<file path="src/hdl/lds_pkg.sv">
// Constants and types for the lock detect filter and status output selector
package lds_pkg;
    localparam int unsigned PCLK_NS    = 100;
    localparam int unsigned NARROW_NS  = 15;
    localparam int unsigned WIDE_NS    = 30;
    localparam int unsigned NARROW_CYC = (NARROW_NS / PCLK_NS < 1) ? 1 : NARROW_NS / PCLK_NS;
    localparam int unsigned WIDE_CYC   = (WIDE_NS / PCLK_NS < 1) ? 1 : WIDE_NS / PCLK_NS;
    localparam int unsigned LOCK_RUN   = 4;
    localparam int unsigned WORD_W     = 18;
    localparam int unsigned SEL_HI     = 17;
    localparam int unsigned SEL_LO     = 14;
    localparam int unsigned MPOL_BIT   = 14;
    localparam int unsigned APOL_BIT   = 15;
    localparam int unsigned EV_W       = 5;
    localparam int unsigned STATE_W    = 10;
    localparam logic [1:0]  CTL_MAIN_R = 2'h0;
    localparam logic [1:0]  CTL_AUX_R  = 2'h1;
    localparam logic [3:0]  SEL_LOW    = 4'h0;
    localparam logic [3:0]  SEL_HIGH   = 4'h1;
    localparam logic [2:0]  GRP_FIXED  = 3'h0;
    localparam logic [2:0]  GRP_MLD    = 3'h1;
    localparam logic [2:0]  GRP_ALD    = 3'h2;
    localparam logic [2:0]  GRP_BLD    = 3'h3;
    localparam logic [2:0]  GRP_MREF   = 3'h4;
    localparam logic [2:0]  GRP_AREF   = 3'h5;
    localparam logic [2:0]  GRP_MFB    = 3'h6;
    localparam logic [2:0]  GRP_AFB    = 3'h7;
    localparam logic [7:0]  OFS_STATUS = 8'h00;
    localparam logic [7:0]  OFS_MASK   = 8'h04;
    localparam logic [7:0]  OFS_CTRL   = 8'h08;
    localparam logic [7:0]  OFS_STATE  = 8'h0C;
    localparam logic [7:0]  OFS_MAIN_R = 8'h10;
    localparam logic [7:0]  OFS_AUX_R  = 8'h14;
    localparam logic [17:0] WORD_RST   = 18'h00000;
    localparam logic [4:0]  EV_RST     = 5'h00;
    localparam logic [1:0]  CTRL_RST   = 2'h0;

    typedef enum logic {FLT_HUNT, FLT_LOCKED} lds_flt_e;

    typedef struct packed {
        logic       ser_clk;
        logic       ser_data;
        logic       strobe;
        logic [1:0] ref_in;
        logic [1:0] fb_in;
        logic [1:0] pd;
    } lds_pins_s;

    typedef struct packed {
        logic [3:0] sel;
        logic [1:0] pol;
    } lds_cfg_s;
endpackage : lds_pkg

</file>
<file path="src/hdl/lds_top.sv">
// Lock detect filters, phase detectors, serial port and status output selector
//
// Register access over APB and the register offsets were decided locally.
`timescale 1ns/1ps
module lds_top
    import lds_pkg::*;
#(
    parameter int unsigned LOCK_CYCLES = LOCK_RUN,
    parameter int unsigned ERR_W       = 4
)(
    input  logic        pclk,
    input  logic        presetn,
    input  logic [7:0]  paddr,
    input  logic        psel,
    input  logic        penable,
    input  logic        pwrite,
    input  logic [31:0] pwdata,
    output logic [31:0] prdata,
    output logic        pready,
    output logic        pslverr,
    input  logic        ser_clk,
    input  logic        ser_data,
    input  logic        latch_strobe,
    input  logic [1:0]  reference_compare_input,
    input  logic [1:0]  feedback_compare_input,
    input  logic [1:0]  loop_powerdown,
    output logic        status_pin,
    output logic        osc_crystal_mode,
    output logic [1:0]  pump_up,
    output logic [1:0]  pump_down,
    output logic        irq
);
    localparam logic [ERR_W-1:0] ERR_MAX  = '1;
    localparam logic [ERR_W-1:0] NARROW_C = ERR_W'(NARROW_CYC);
    localparam logic [ERR_W-1:0] WIDE_C   = ERR_W'(WIDE_CYC);
    localparam logic [2:0]       RUN_LAST = 3'(LOCK_CYCLES - 1);

    if (LOCK_CYCLES < 1 || LOCK_CYCLES > 8 || WIDE_CYC >= (2 ** ERR_W) - 1) begin : g_bad
        $error("lds_top: unsupported parameters");
    end

    lds_pins_s          pin_in;
    lds_pins_s          pin_meta_reg;
    lds_pins_s          pin_sync_reg;
    lds_pins_s          pin_last_reg;
    lds_cfg_s           cfg;
    logic [WORD_W-1:0]  shift_reg;
    logic [WORD_W-1:0]  main_r_reg;
    logic [WORD_W-1:0]  aux_r_reg;
    logic               ser_rise;
    logic               le_rise;
    logic               data_s;
    logic [1:0]         ref_s;
    logic [1:0]         fb_s;
    logic               up_reg [2];
    logic               dn_reg [2];
    logic [ERR_W-1:0]   err_reg [2];
    lds_flt_e           flt_reg [2];
    logic [2:0]         run_reg [2];
    logic               lock_reg [2];
    logic               lock_prev_reg [2];
    logic               pump_up_reg [2];
    logic               pump_dn_reg [2];
    logic               status_pin_reg;
    logic               osc_reg;
    logic [EV_W-1:0]    status_reg;
    logic [EV_W-1:0]    status_next;
    logic [EV_W-1:0]    mask_reg;
    logic [EV_W-1:0]    ev;
    logic [1:0]         ctrl_reg;
    logic               irq_reg;
    logic               pready_reg;
    logic               pslverr_reg;
    logic [31:0]        prdata_reg;
    logic [31:0]        rd_data;
    logic               rd_hit;
    logic               setup;
    logic               wr;

    assign pin_in = {ser_clk, ser_data, latch_strobe, reference_compare_input,
                     feedback_compare_input, loop_powerdown};

    // Pins are asynchronous to pclk; the second stage is used, and the third only as edge history
    always_ff @(posedge pclk or negedge presetn) begin
        if (!presetn) begin
            pin_meta_reg <= '0;
            pin_sync_reg <= '0;
            pin_last_reg <= '0;
        end else begin
            pin_meta_reg <= pin_in;
            pin_sync_reg <= pin_meta_reg;
            pin_last_reg <= pin_sync_reg;
        end
    end

    assign ser_rise = pin_sync_reg.ser_clk & ~pin_last_reg.ser_clk;
    assign le_rise  = pin_sync_reg.strobe & ~pin_last_reg.strobe;
    assign data_s   = pin_sync_reg.ser_data;
    assign ref_s    = pin_sync_reg.ref_in;
    assign fb_s     = pin_sync_reg.fb_in;

    always_ff @(posedge pclk or negedge presetn) begin
        if (!presetn) begin
            shift_reg <= WORD_RST;
        end else if (ser_rise) begin
            shift_reg <= {shift_reg[WORD_W-2:0], data_s};
        end
    end

    // Other latch codes belong to divider words held elsewhere
    always_ff @(posedge pclk or negedge presetn) begin
        if (!presetn) begin
            main_r_reg <= WORD_RST;
            aux_r_reg  <= WORD_RST;
        end else if (le_rise) begin
            if (shift_reg[1:0] == CTL_MAIN_R) begin
                main_r_reg <= shift_reg;
            end
            if (shift_reg[1:0] == CTL_AUX_R) begin
                aux_r_reg <= shift_reg;
            end
        end
    end

    assign cfg.sel = aux_r_reg[SEL_HI:SEL_LO];
    assign cfg.pol = {main_r_reg[APOL_BIT], main_r_reg[MPOL_BIT]};

    for (genvar i = 0; i < 2; i++) begin : g_loop
        logic ref_rise;
        logic fb_rise;
        logic pd;
        logic both;
        logic stale;
        logic in_narrow;
        logic out_wide;

        assign ref_rise  = ref_s[i] & ~pin_last_reg.ref_in[i];
        assign fb_rise   = fb_s[i] & ~pin_last_reg.fb_in[i];
        assign pd        = pin_sync_reg.pd[i] | ctrl_reg[i];
        assign both      = up_reg[i] & dn_reg[i];
        // A second edge on one side before the other is a slip past a full cycle
        assign stale     = (ref_rise & up_reg[i] & ~dn_reg[i])
                         | (fb_rise & dn_reg[i] & ~up_reg[i]);
        assign in_narrow = both & (err_reg[i] < NARROW_C);
        assign out_wide  = (both & (err_reg[i] > WIDE_C)) | stale;

        // Either input may lead, so the detector spans a full two-pi each way
        always_ff @(posedge pclk or negedge presetn) begin
            if (!presetn) begin
                up_reg[i] <= 1'b0;
                dn_reg[i] <= 1'b0;
            end else if (pd || both) begin
                up_reg[i] <= 1'b0;
                dn_reg[i] <= 1'b0;
            end else begin
                up_reg[i] <= up_reg[i] | ref_rise;
                dn_reg[i] <= dn_reg[i] | fb_rise;
            end
        end

        always_ff @(posedge pclk or negedge presetn) begin
            if (!presetn) begin
                err_reg[i] <= '0;
            end else if (pd || both) begin
                err_reg[i] <= '0;
            end else if ((up_reg[i] ^ dn_reg[i]) && err_reg[i] != ERR_MAX) begin
                err_reg[i] <= err_reg[i] + 1'b1;
            end
        end

        always_ff @(posedge pclk or negedge presetn) begin
            if (!presetn) begin
                pump_up_reg[i] <= 1'b0;
                pump_dn_reg[i] <= 1'b0;
            end else begin
                pump_up_reg[i] <= cfg.pol[i] ? up_reg[i] : dn_reg[i];
                pump_dn_reg[i] <= cfg.pol[i] ? dn_reg[i] : up_reg[i];
            end
        end

        always_ff @(posedge pclk or negedge presetn) begin
            if (!presetn) begin
                flt_reg[i]  <= FLT_HUNT;
                run_reg[i]  <= 3'h0;
                lock_reg[i] <= 1'b0;
            end else if (pd) begin
                flt_reg[i]  <= FLT_HUNT;
                run_reg[i]  <= 3'h0;
                lock_reg[i] <= 1'b0;
            end else begin
                case (flt_reg[i])
                    FLT_HUNT: begin
                        if (in_narrow) begin
                            if (run_reg[i] == RUN_LAST) begin
                                flt_reg[i]  <= FLT_LOCKED;
                                lock_reg[i] <= 1'b1;
                                run_reg[i]  <= 3'h0;
                            end else begin
                                run_reg[i] <= run_reg[i] + 3'h1;
                            end
                        end else if (both || stale) begin
                            run_reg[i] <= 3'h0;
                        end
                    end
                    FLT_LOCKED: begin
                        if (out_wide) begin
                            flt_reg[i]  <= FLT_HUNT;
                            lock_reg[i] <= 1'b0;
                            run_reg[i]  <= 3'h0;
                        end
                    end
                    default: begin
                        flt_reg[i]  <= FLT_HUNT;
                        lock_reg[i] <= 1'b0;
                        run_reg[i]  <= 3'h0;
                    end
                endcase
            end
        end

        always_ff @(posedge pclk or negedge presetn) begin
            if (!presetn) begin
                lock_prev_reg[i] <= 1'b0;
            end else begin
                lock_prev_reg[i] <= lock_reg[i];
            end
        end

    end

    always_ff @(posedge pclk or negedge presetn) begin
        if (!presetn) begin
            status_pin_reg <= 1'b0;
        end else begin
            case (cfg.sel[3:1])
                GRP_FIXED: status_pin_reg <= cfg.sel[0];
                GRP_MLD:   status_pin_reg <= lock_reg[0];
                GRP_ALD:   status_pin_reg <= lock_reg[1];
                GRP_BLD:   status_pin_reg <= lock_reg[0] & lock_reg[1];
                GRP_MREF:  status_pin_reg <= ref_s[0];
                GRP_AREF:  status_pin_reg <= ref_s[1];
                GRP_MFB:   status_pin_reg <= fb_s[0];
                GRP_AFB:   status_pin_reg <= fb_s[1];
                default:   status_pin_reg <= 1'b0;
            endcase
        end
    end

    // Fixed pin levels leave the oscillator in its safer crystal drive
    always_ff @(posedge pclk or negedge presetn) begin
        if (!presetn) begin
            osc_reg <= 1'b1;
        end else begin
            osc_reg <= (cfg.sel[3:1] == GRP_FIXED) ? 1'b1 : cfg.sel[0];
        end
    end

    assign ev = {le_rise, lock_reg[1] & ~lock_prev_reg[1], lock_prev_reg[1] & ~lock_reg[1],
                 lock_reg[0] & ~lock_prev_reg[0], lock_prev_reg[0] & ~lock_reg[0]};

    assign setup = psel & ~penable;
    assign wr    = psel & penable & pready_reg & pwrite;

    // A new event wins over a write-one clear in the same cycle
    assign status_next = (status_reg & ~((wr && paddr == OFS_STATUS) ?
                          pwdata[EV_W-1:0] : EV_RST)) | ev;

    always_ff @(posedge pclk or negedge presetn) begin
        if (!presetn) begin
            status_reg <= EV_RST;
            irq_reg    <= 1'b0;
        end else begin
            status_reg <= status_next;
            irq_reg    <= |(status_next & mask_reg);
        end
    end

    always_ff @(posedge pclk or negedge presetn) begin
        if (!presetn) begin
            mask_reg <= EV_RST;
            ctrl_reg <= CTRL_RST;
        end else if (wr) begin
            if (paddr == OFS_MASK) begin
                mask_reg <= pwdata[EV_W-1:0];
            end
            if (paddr == OFS_CTRL) begin
                ctrl_reg <= pwdata[1:0];
            end
        end
    end

    always_comb begin
        rd_hit  = 1'b1;
        rd_data = '0;
        case (paddr)
            OFS_STATUS: rd_data[EV_W-1:0]    = status_reg;
            OFS_MASK:   rd_data[EV_W-1:0]    = mask_reg;
            OFS_CTRL:   rd_data[1:0]         = ctrl_reg;
            OFS_STATE:  rd_data[STATE_W-1:0] = {osc_reg, status_pin_reg, cfg.pol, cfg.sel,
                                                lock_reg[1], lock_reg[0]};
            OFS_MAIN_R: rd_data[WORD_W-1:0]  = main_r_reg;
            OFS_AUX_R:  rd_data[WORD_W-1:0]  = aux_r_reg;
            default:    rd_hit               = 1'b0;
        endcase
    end

    // Answer is prepared in setup so every bus output is a flop
    always_ff @(posedge pclk or negedge presetn) begin
        if (!presetn) begin
            pready_reg  <= 1'b0;
            pslverr_reg <= 1'b0;
            prdata_reg  <= '0;
        end else begin
            pready_reg  <= setup;
            pslverr_reg <= setup & ~rd_hit;
            prdata_reg  <= setup ? rd_data : '0;
        end
    end

    assign prdata           = prdata_reg;
    assign pready           = pready_reg;
    assign pslverr          = pslverr_reg;
    assign status_pin       = status_pin_reg;
    assign osc_crystal_mode = osc_reg;
    assign pump_up          = {pump_up_reg[1], pump_up_reg[0]};
    assign pump_down        = {pump_dn_reg[1], pump_dn_reg[0]};
    assign irq              = irq_reg;
endmodule : lds_top

</file>
<file path="config.mk">
export PLATFORM = sky130hd
export DESIGN_NAME = lds_top
export DESIGN_NICKNAME = d
export VERILOG_FILES = /design/src/hdl/lds_pkg.sv /design/src/hdl/lds_top.sv
export SDC_FILE = /design/constraint.sdc
export NUM_CORES = 1
export LEC_CHECK = 0
export ABC_AREA = 0
export BUFFER_PORTS_ARGS = -buffer_cell sky130_fd_sc_hd__buf_2
export CAP_MARGIN = 20
export CORE_UTILIZATION = 56
export CTS_BUF_LIST = sky130_fd_sc_hd__clkbuf_2 sky130_fd_sc_hd__clkbuf_4 sky130_fd_sc_hd__clkbuf_8
export DETAILED_ROUTE_END_ITERATION = 6
export PLACE_DENSITY = 0.79
export SETUP_SLACK_MARGIN = 0.4
export SLEW_MARGIN = 0
export SYNTH_ARGS = -nofsm -noshare
export SYNTH_HDL_FRONTEND = slang
export SYNTH_SLANG_ARGS = --single-unit
</file>
<file path="constraint.sdc">
create_clock -name pclk -period 2.25 [get_ports pclk]
set_clock_uncertainty 0.15 [all_clocks]
set_input_delay 0.225 -clock pclk [delete_from_list [all_inputs] [get_ports pclk]]
set_output_delay 0.225 -clock pclk [all_outputs]
set_load 0.02 [all_outputs]
</file>
; Word level (Yosys, flattened, before mapping)
; Index checks and enable logic that the tools add are counted.
[classes]
add_sub_neg = 4
n_lt_le_gt_ge = 4
eq_ne = 25
mux = 53
n_bitwise = 64
n_reduce_logical = 22
[op_table]
columns = cell, count
row1 = $and A1 B1 Y1, 30
row2 = $mux W3, 10
row3 = $mux W1, 26
row4 = $mux W18, 1
row5 = $not A1 Y1, 18
row6 = $eq A8 B4 Y1 const B, 2
row7 = $eq A8 B5 Y1 const B, 2
row8 = $mux W4, 4
row9 = $ne A4 B4 Y1 const B, 4
row10 = $pmux W8 S2, 1
row11 = $pmux W3 S5, 1
row12 = $pmux W5 S3, 1
row13 = $eq A3 B2 Y1 const B, 4
row14 = $eq A3 B3 Y1 const B, 4
row15 = $ne A3 B3 Y1 const B, 4
row16 = $pmux W2 S6, 1
row17 = $pmux W3 S2, 2
row18 = $reduce_and A2 Y1, 6
row19 = $and A5 B5 Y5, 2
row20 = $or A1 B1 Y1, 10
row21 = $add A4 B1 Y4 const B, 2
row22 = $eq A8 B3 Y1 const B, 1
row23 = $gt A4 B1 Y1 const B, 2
row24 = $logic_not A8 Y1, 1
row25 = other kinds (19), 33
[word_totals]
reg_bits = 141
output_inout_bits = 41

; Logic depth before layout (Yosys ltp)
[depth]
ltp_word = 10
mapped_depth = 7
ltp_nobuf = 7

; Worst setup path before layout
; Ideal clock, no wire load.
[synth_path]
kind = in2reg
from = in paddr[5]
to = reg ctrl_reg[0]
arrival_time_ps = 1699
setup_slack_ps = 276
cell_stages = 5
cell_sequence = or4_4 -> nor3_4 -> nand2_2 -> or3_4 -> mux2_4
[synth_via]
elab_chain_cells = 2
[synth_rtl]
columns = item, line
row1 = from (decl), lds_top.sv:13  ; input logic [7:0] paddr,
row2 = $eq A8 B4 Y1, lds_top.sv:286  ; if (paddr == OFS_CTRL) begin
row3 = $reduce_and A2 Y1 (no line), --
row4 = to (signal assigned), lds_top.sv:287  ; ctrl_reg <= pwdata[1:0];
row5 = to (decl), lds_top.sv:70  ; logic [1:0] ctrl_reg;
; Every way passes these cells.
; A chain may end at the register's enable or synchronous reset.

; Worst setup path in the final report
[layout_path]
from = reg ctrl_reg[0]
to = reg flt_reg[1] (netlist bit)
[layout_via]
elab_chain_cells = 2
[layout_rtl]
columns = item, line
row1 = $or A1 B1 Y1, lds_top.sv:139  ; assign pd = pin_sync_reg.pd[i] | ctrl_reg[i];
row2 = $mux W1, lds_top.sv:186  ; end else if (pd) begin
row3 = "to (signal, indexed assignment)", lds_top.sv:183  ; flt_reg[i] <= FLT_HUNT;
row4 = "to (signal, indexed assignment)", lds_top.sv:187  ; flt_reg[i] <= FLT_HUNT;
row5 = "to (signal, indexed assignment)", lds_top.sv:195  ; flt_reg[i] <= FLT_LOCKED;
row6 = to (decl), lds_top.sv:58  ; lds_flt_e flt_reg [2];
; Every way passes these cells.

==> results.json <==
{
  "grt-ovfl-total": 0,
  "vias": 3875,
  "dieArea_mm2": 0.0110,
  "syn_to_final_growth_pct": 18.4,
  "clock.fmax_mhz": 558,
  "holdPathEnd": "pready",
  "place_hpwl_um": 7910,
  "clk_pin_slew_ns": 0.07,
  "drc_errors": 0,
  "antenna_found_initial": 1,
  "synth_seq_cells": 141,
  "slew_violations": 0,
  "io_buffers": 53,
  "root_buffer": "clkbuf_8",
  "die_y_um": 105,
  "ys_types": 51,
  "crit_fanout": 5,
  "clk_path_buf_depth": 2,
  "fin_crit_sh": 0.797,
  "hold_viol_final": 1,
  "drt_first_pass_iters": 5,
  "grt_pass1_vias": 3898,
  "coreArea_mm2": 0.0103,
  "gr-usage-all-layers": 0.234,
  "n_antenna_cell": 0,
  "via_per_inst": 5.47,
  "antenna_left": 0,
  "start_util": 0.576,
  "numCtsBuffers": 17,
  "power_density_mw_per_mm2": 853,
  "yosys_warnings": 0,
  "grt_pass1_wl_um": 19500,
  "fp.dieW_um": 105,
  "fillers": 741,
  "min_path_type": "input pin to register",
  "holdPathStages": 3,
  "cap_violations": 0,
  "drt_wl_total_um": 11700,
  "synth_flop_cell": "dfrtp_1",
  "min_from": "penable",
  "required_ns": 2.44,
  "seq_area_frac_synth": 0.594,
  "ctsHtreeMaxLevel": 4,
  "postSynthAreaPerCell_um2": 12.7,
  "clk_latency_ns": 0.44,
  "violations": "hold timing",
  "reg2reg_slack_ns": 0.46,
  "r2r-start": "ctrl_reg[0]",
  "status": "complete, but fails checks",
  "critPathCaptureType": "register",
  "grt_max_degree": 52,
  "initialDrtViolationCount": 199,
  "path_class": "register to register",
  "final_cell_area_mm2": 0.00704,
  "cts_tree": "built",
  "pin_count": 95,
  "r2r-end": "flt_reg[1]",
  "setup-violations-final": 0,
  "rr_worst_depth": 3,
  "drive_gt1_frac": 0.351,
  "synth_edf_count": 0,
  "cp-start-kind": "register",
  "syn_area_mm2": 0.00594,
  "critPathArrivalTime_ns": 1.98,
  "fin_nets": 625,
  "ir_drop_mv": 0.452,
  "wl_per_cell_um": 16.5,
  "place.gp.congestion": 0.887,
  "cts_sinks": 141,
  "grt_setup_unrepaired": "yes",
  "synthCells": 467,
  "timing.hold.ws_ns": -0.0555,
  "power_leakage_nw": 3.37,
  "std_cell_rows": 37,
  "min_period_ns": 1.79,
  "tns_ns": 0,
  "async_flop_share": 1.00,
  "placed_area_mm2": 0.00639
}
-- worst max path at each step --
| stage | start | endpoint |
|---|---|---|
| floorplan | paddr[5] | ctrl_reg[0] |
| global placement | paddr[5] | ctrl_reg[0] |
| detailed placement | paddr[5] | ctrl_reg[0] |
| CTS | err_reg[4] | run_reg[4] |
| global route | psel | irq |
| finish | ctrl_reg[0] | flt_reg[1] |
-- cell families (layout without fill, tap and decap cells) --
logic type      after synthesis  after routing  synth area share
flops                       141            141             0.594
mux                          74             74             0.148
fa+ha+maj                    10             10            0.0211
compound gates               61             61            0.0665
buf+inv                      46            139            0.0392
simple gates                128            128             0.121
other cells                   1             14          0.000631
xor+xnor                      6              6           0.00884
-- per-layer routing --
| metal | track usage | up-vias | share of wire |
|---|---|---|---|
| li1 | - | 1807 | - |
| met1 | 0.302 | 1921 | 0.45 |
| met2 | 0.369 | 118 | 0.48 |
| met3 | 0.0655 | 27 | 0.046 |
| met4 | 0.106 | 2 | 0.026 |
| met5 | 0 | - | 0.00094 |
-- repair_timing --
item                       in CTS  in global routing
buffers inserted                1                  9
setup endpoints to repair       2                 11
pin swaps                       0                  4
hold buffers                   18                  0
cloned                          0                  0
hold endpoints to repair      111                  0
gates resized for setup         2                  8
-- synth_stat cells, types with 10 or more instances --
library cell | n | area [um^2]
clkbuf_1 | 11 | 41.3
buf_4 | 15 | 113
o21ai_0 | 11 | 55.1
nand2_1 | 15 | 56.3
dfrtp_1 | 140 | 3500
ha_1 | 10 | 125
a21oi_1 | 13 | 65.1
inv_1 | 16 | 60.1
nor2_1 | 42 | 158
nand3_1 | 12 | 60.1
mux2_2 | 65 | 732
a22oi_1 | 16 | 120
-- cells in the final DEF, fill, tap and decap left out, types with 3 or more instances in the layout --
cell type / synthesis / routed
inv_1: 16 / 13
dlygate4sd3_1: 0 / 17
mux2i_1: 3 / 3
dfrtp_1: 140 / 138
o211ai_1: 4 / 4
clkbuf_4: 0 / 3
conb_1: 1 / 14
nor2_1: 42 / 41
a22oi_1: 16 / 16
nor4bb_1: 4 / 4
mux4_2: 4 / 4
nor3_1: 5 / 5
nor3_4: 2 / 3
clkinv_2: 0 / 6
mux2_2: 65 / 65
nor2b_1: 9 / 9
a21oi_1: 13 / 13
a21o_1: 4 / 4
clkbuf_8: 0 / 20
nand2_1: 15 / 15
xnor2_1: 4 / 4
buf_4: 15 / 20
a31oi_1: 6 / 6
or4_4: 2 / 3
ha_1: 10 / 9
nand3_1: 12 / 12
o21ai_0: 11 / 11
nand2b_1: 9 / 9
or3_1: 4 / 4
nand4_1: 4 / 4
buf_2: 3 / 52
inv_2: 0 / 3
-- metrics by stage --
stage / power, W / util / cells / setup slack [ns]
5_1_grt: 0.00630 / 0.681 / 709 / 0.341
3_3_place_gp: 0.00396 / 0.619 / 651 / 0.147
4_1_cts: 0.00604 / 0.675 / 701 / 0.401
2_1_floorplan: 0.00375 / - / 480 / 0.277
6_report: 0.00600 / 0.681 / 709 / 0.458
3_5_place_dp: 0.00403 / 0.619 / 651 / 0.119
-- where the power goes --
part           leakage [nW]  total, W  internal [W]  switching (W)
Clock                 0.209   0.00197       0.00109       0.000884
Sequential             1.83   0.00319       0.00292       0.000274
Combinational          1.34  0.000830      0.000472       0.000359
Total                  3.37   0.00600       0.00448        0.00152
-- cell type report --
| class | instances | area, um^2 | area share |
|---|---|---|---|
| Sequential cell | 141 | 3530 | 0.502 |
| Multi-Input combinational cell | 293 | 2250 | 0.320 |
| Timing Repair Buffer | 92 | 632 | 0.0898 |
| Clock buffer | 23 | 298 | 0.0423 |
| Tap cell | 136 | 170 | 0.0242 |
| Clock inverter | 8 | 90.1 | 0.0128 |
| Inverter | 16 | 60.1 | 0.00854 |
-- critical path, cell delays in order (launching register included) --
cell     delay [ns]
dfrtp_1        0.40
or3_1          0.38
or4_4          0.48
o21ai_0        0.27
(Power assumes the default switching activity.)
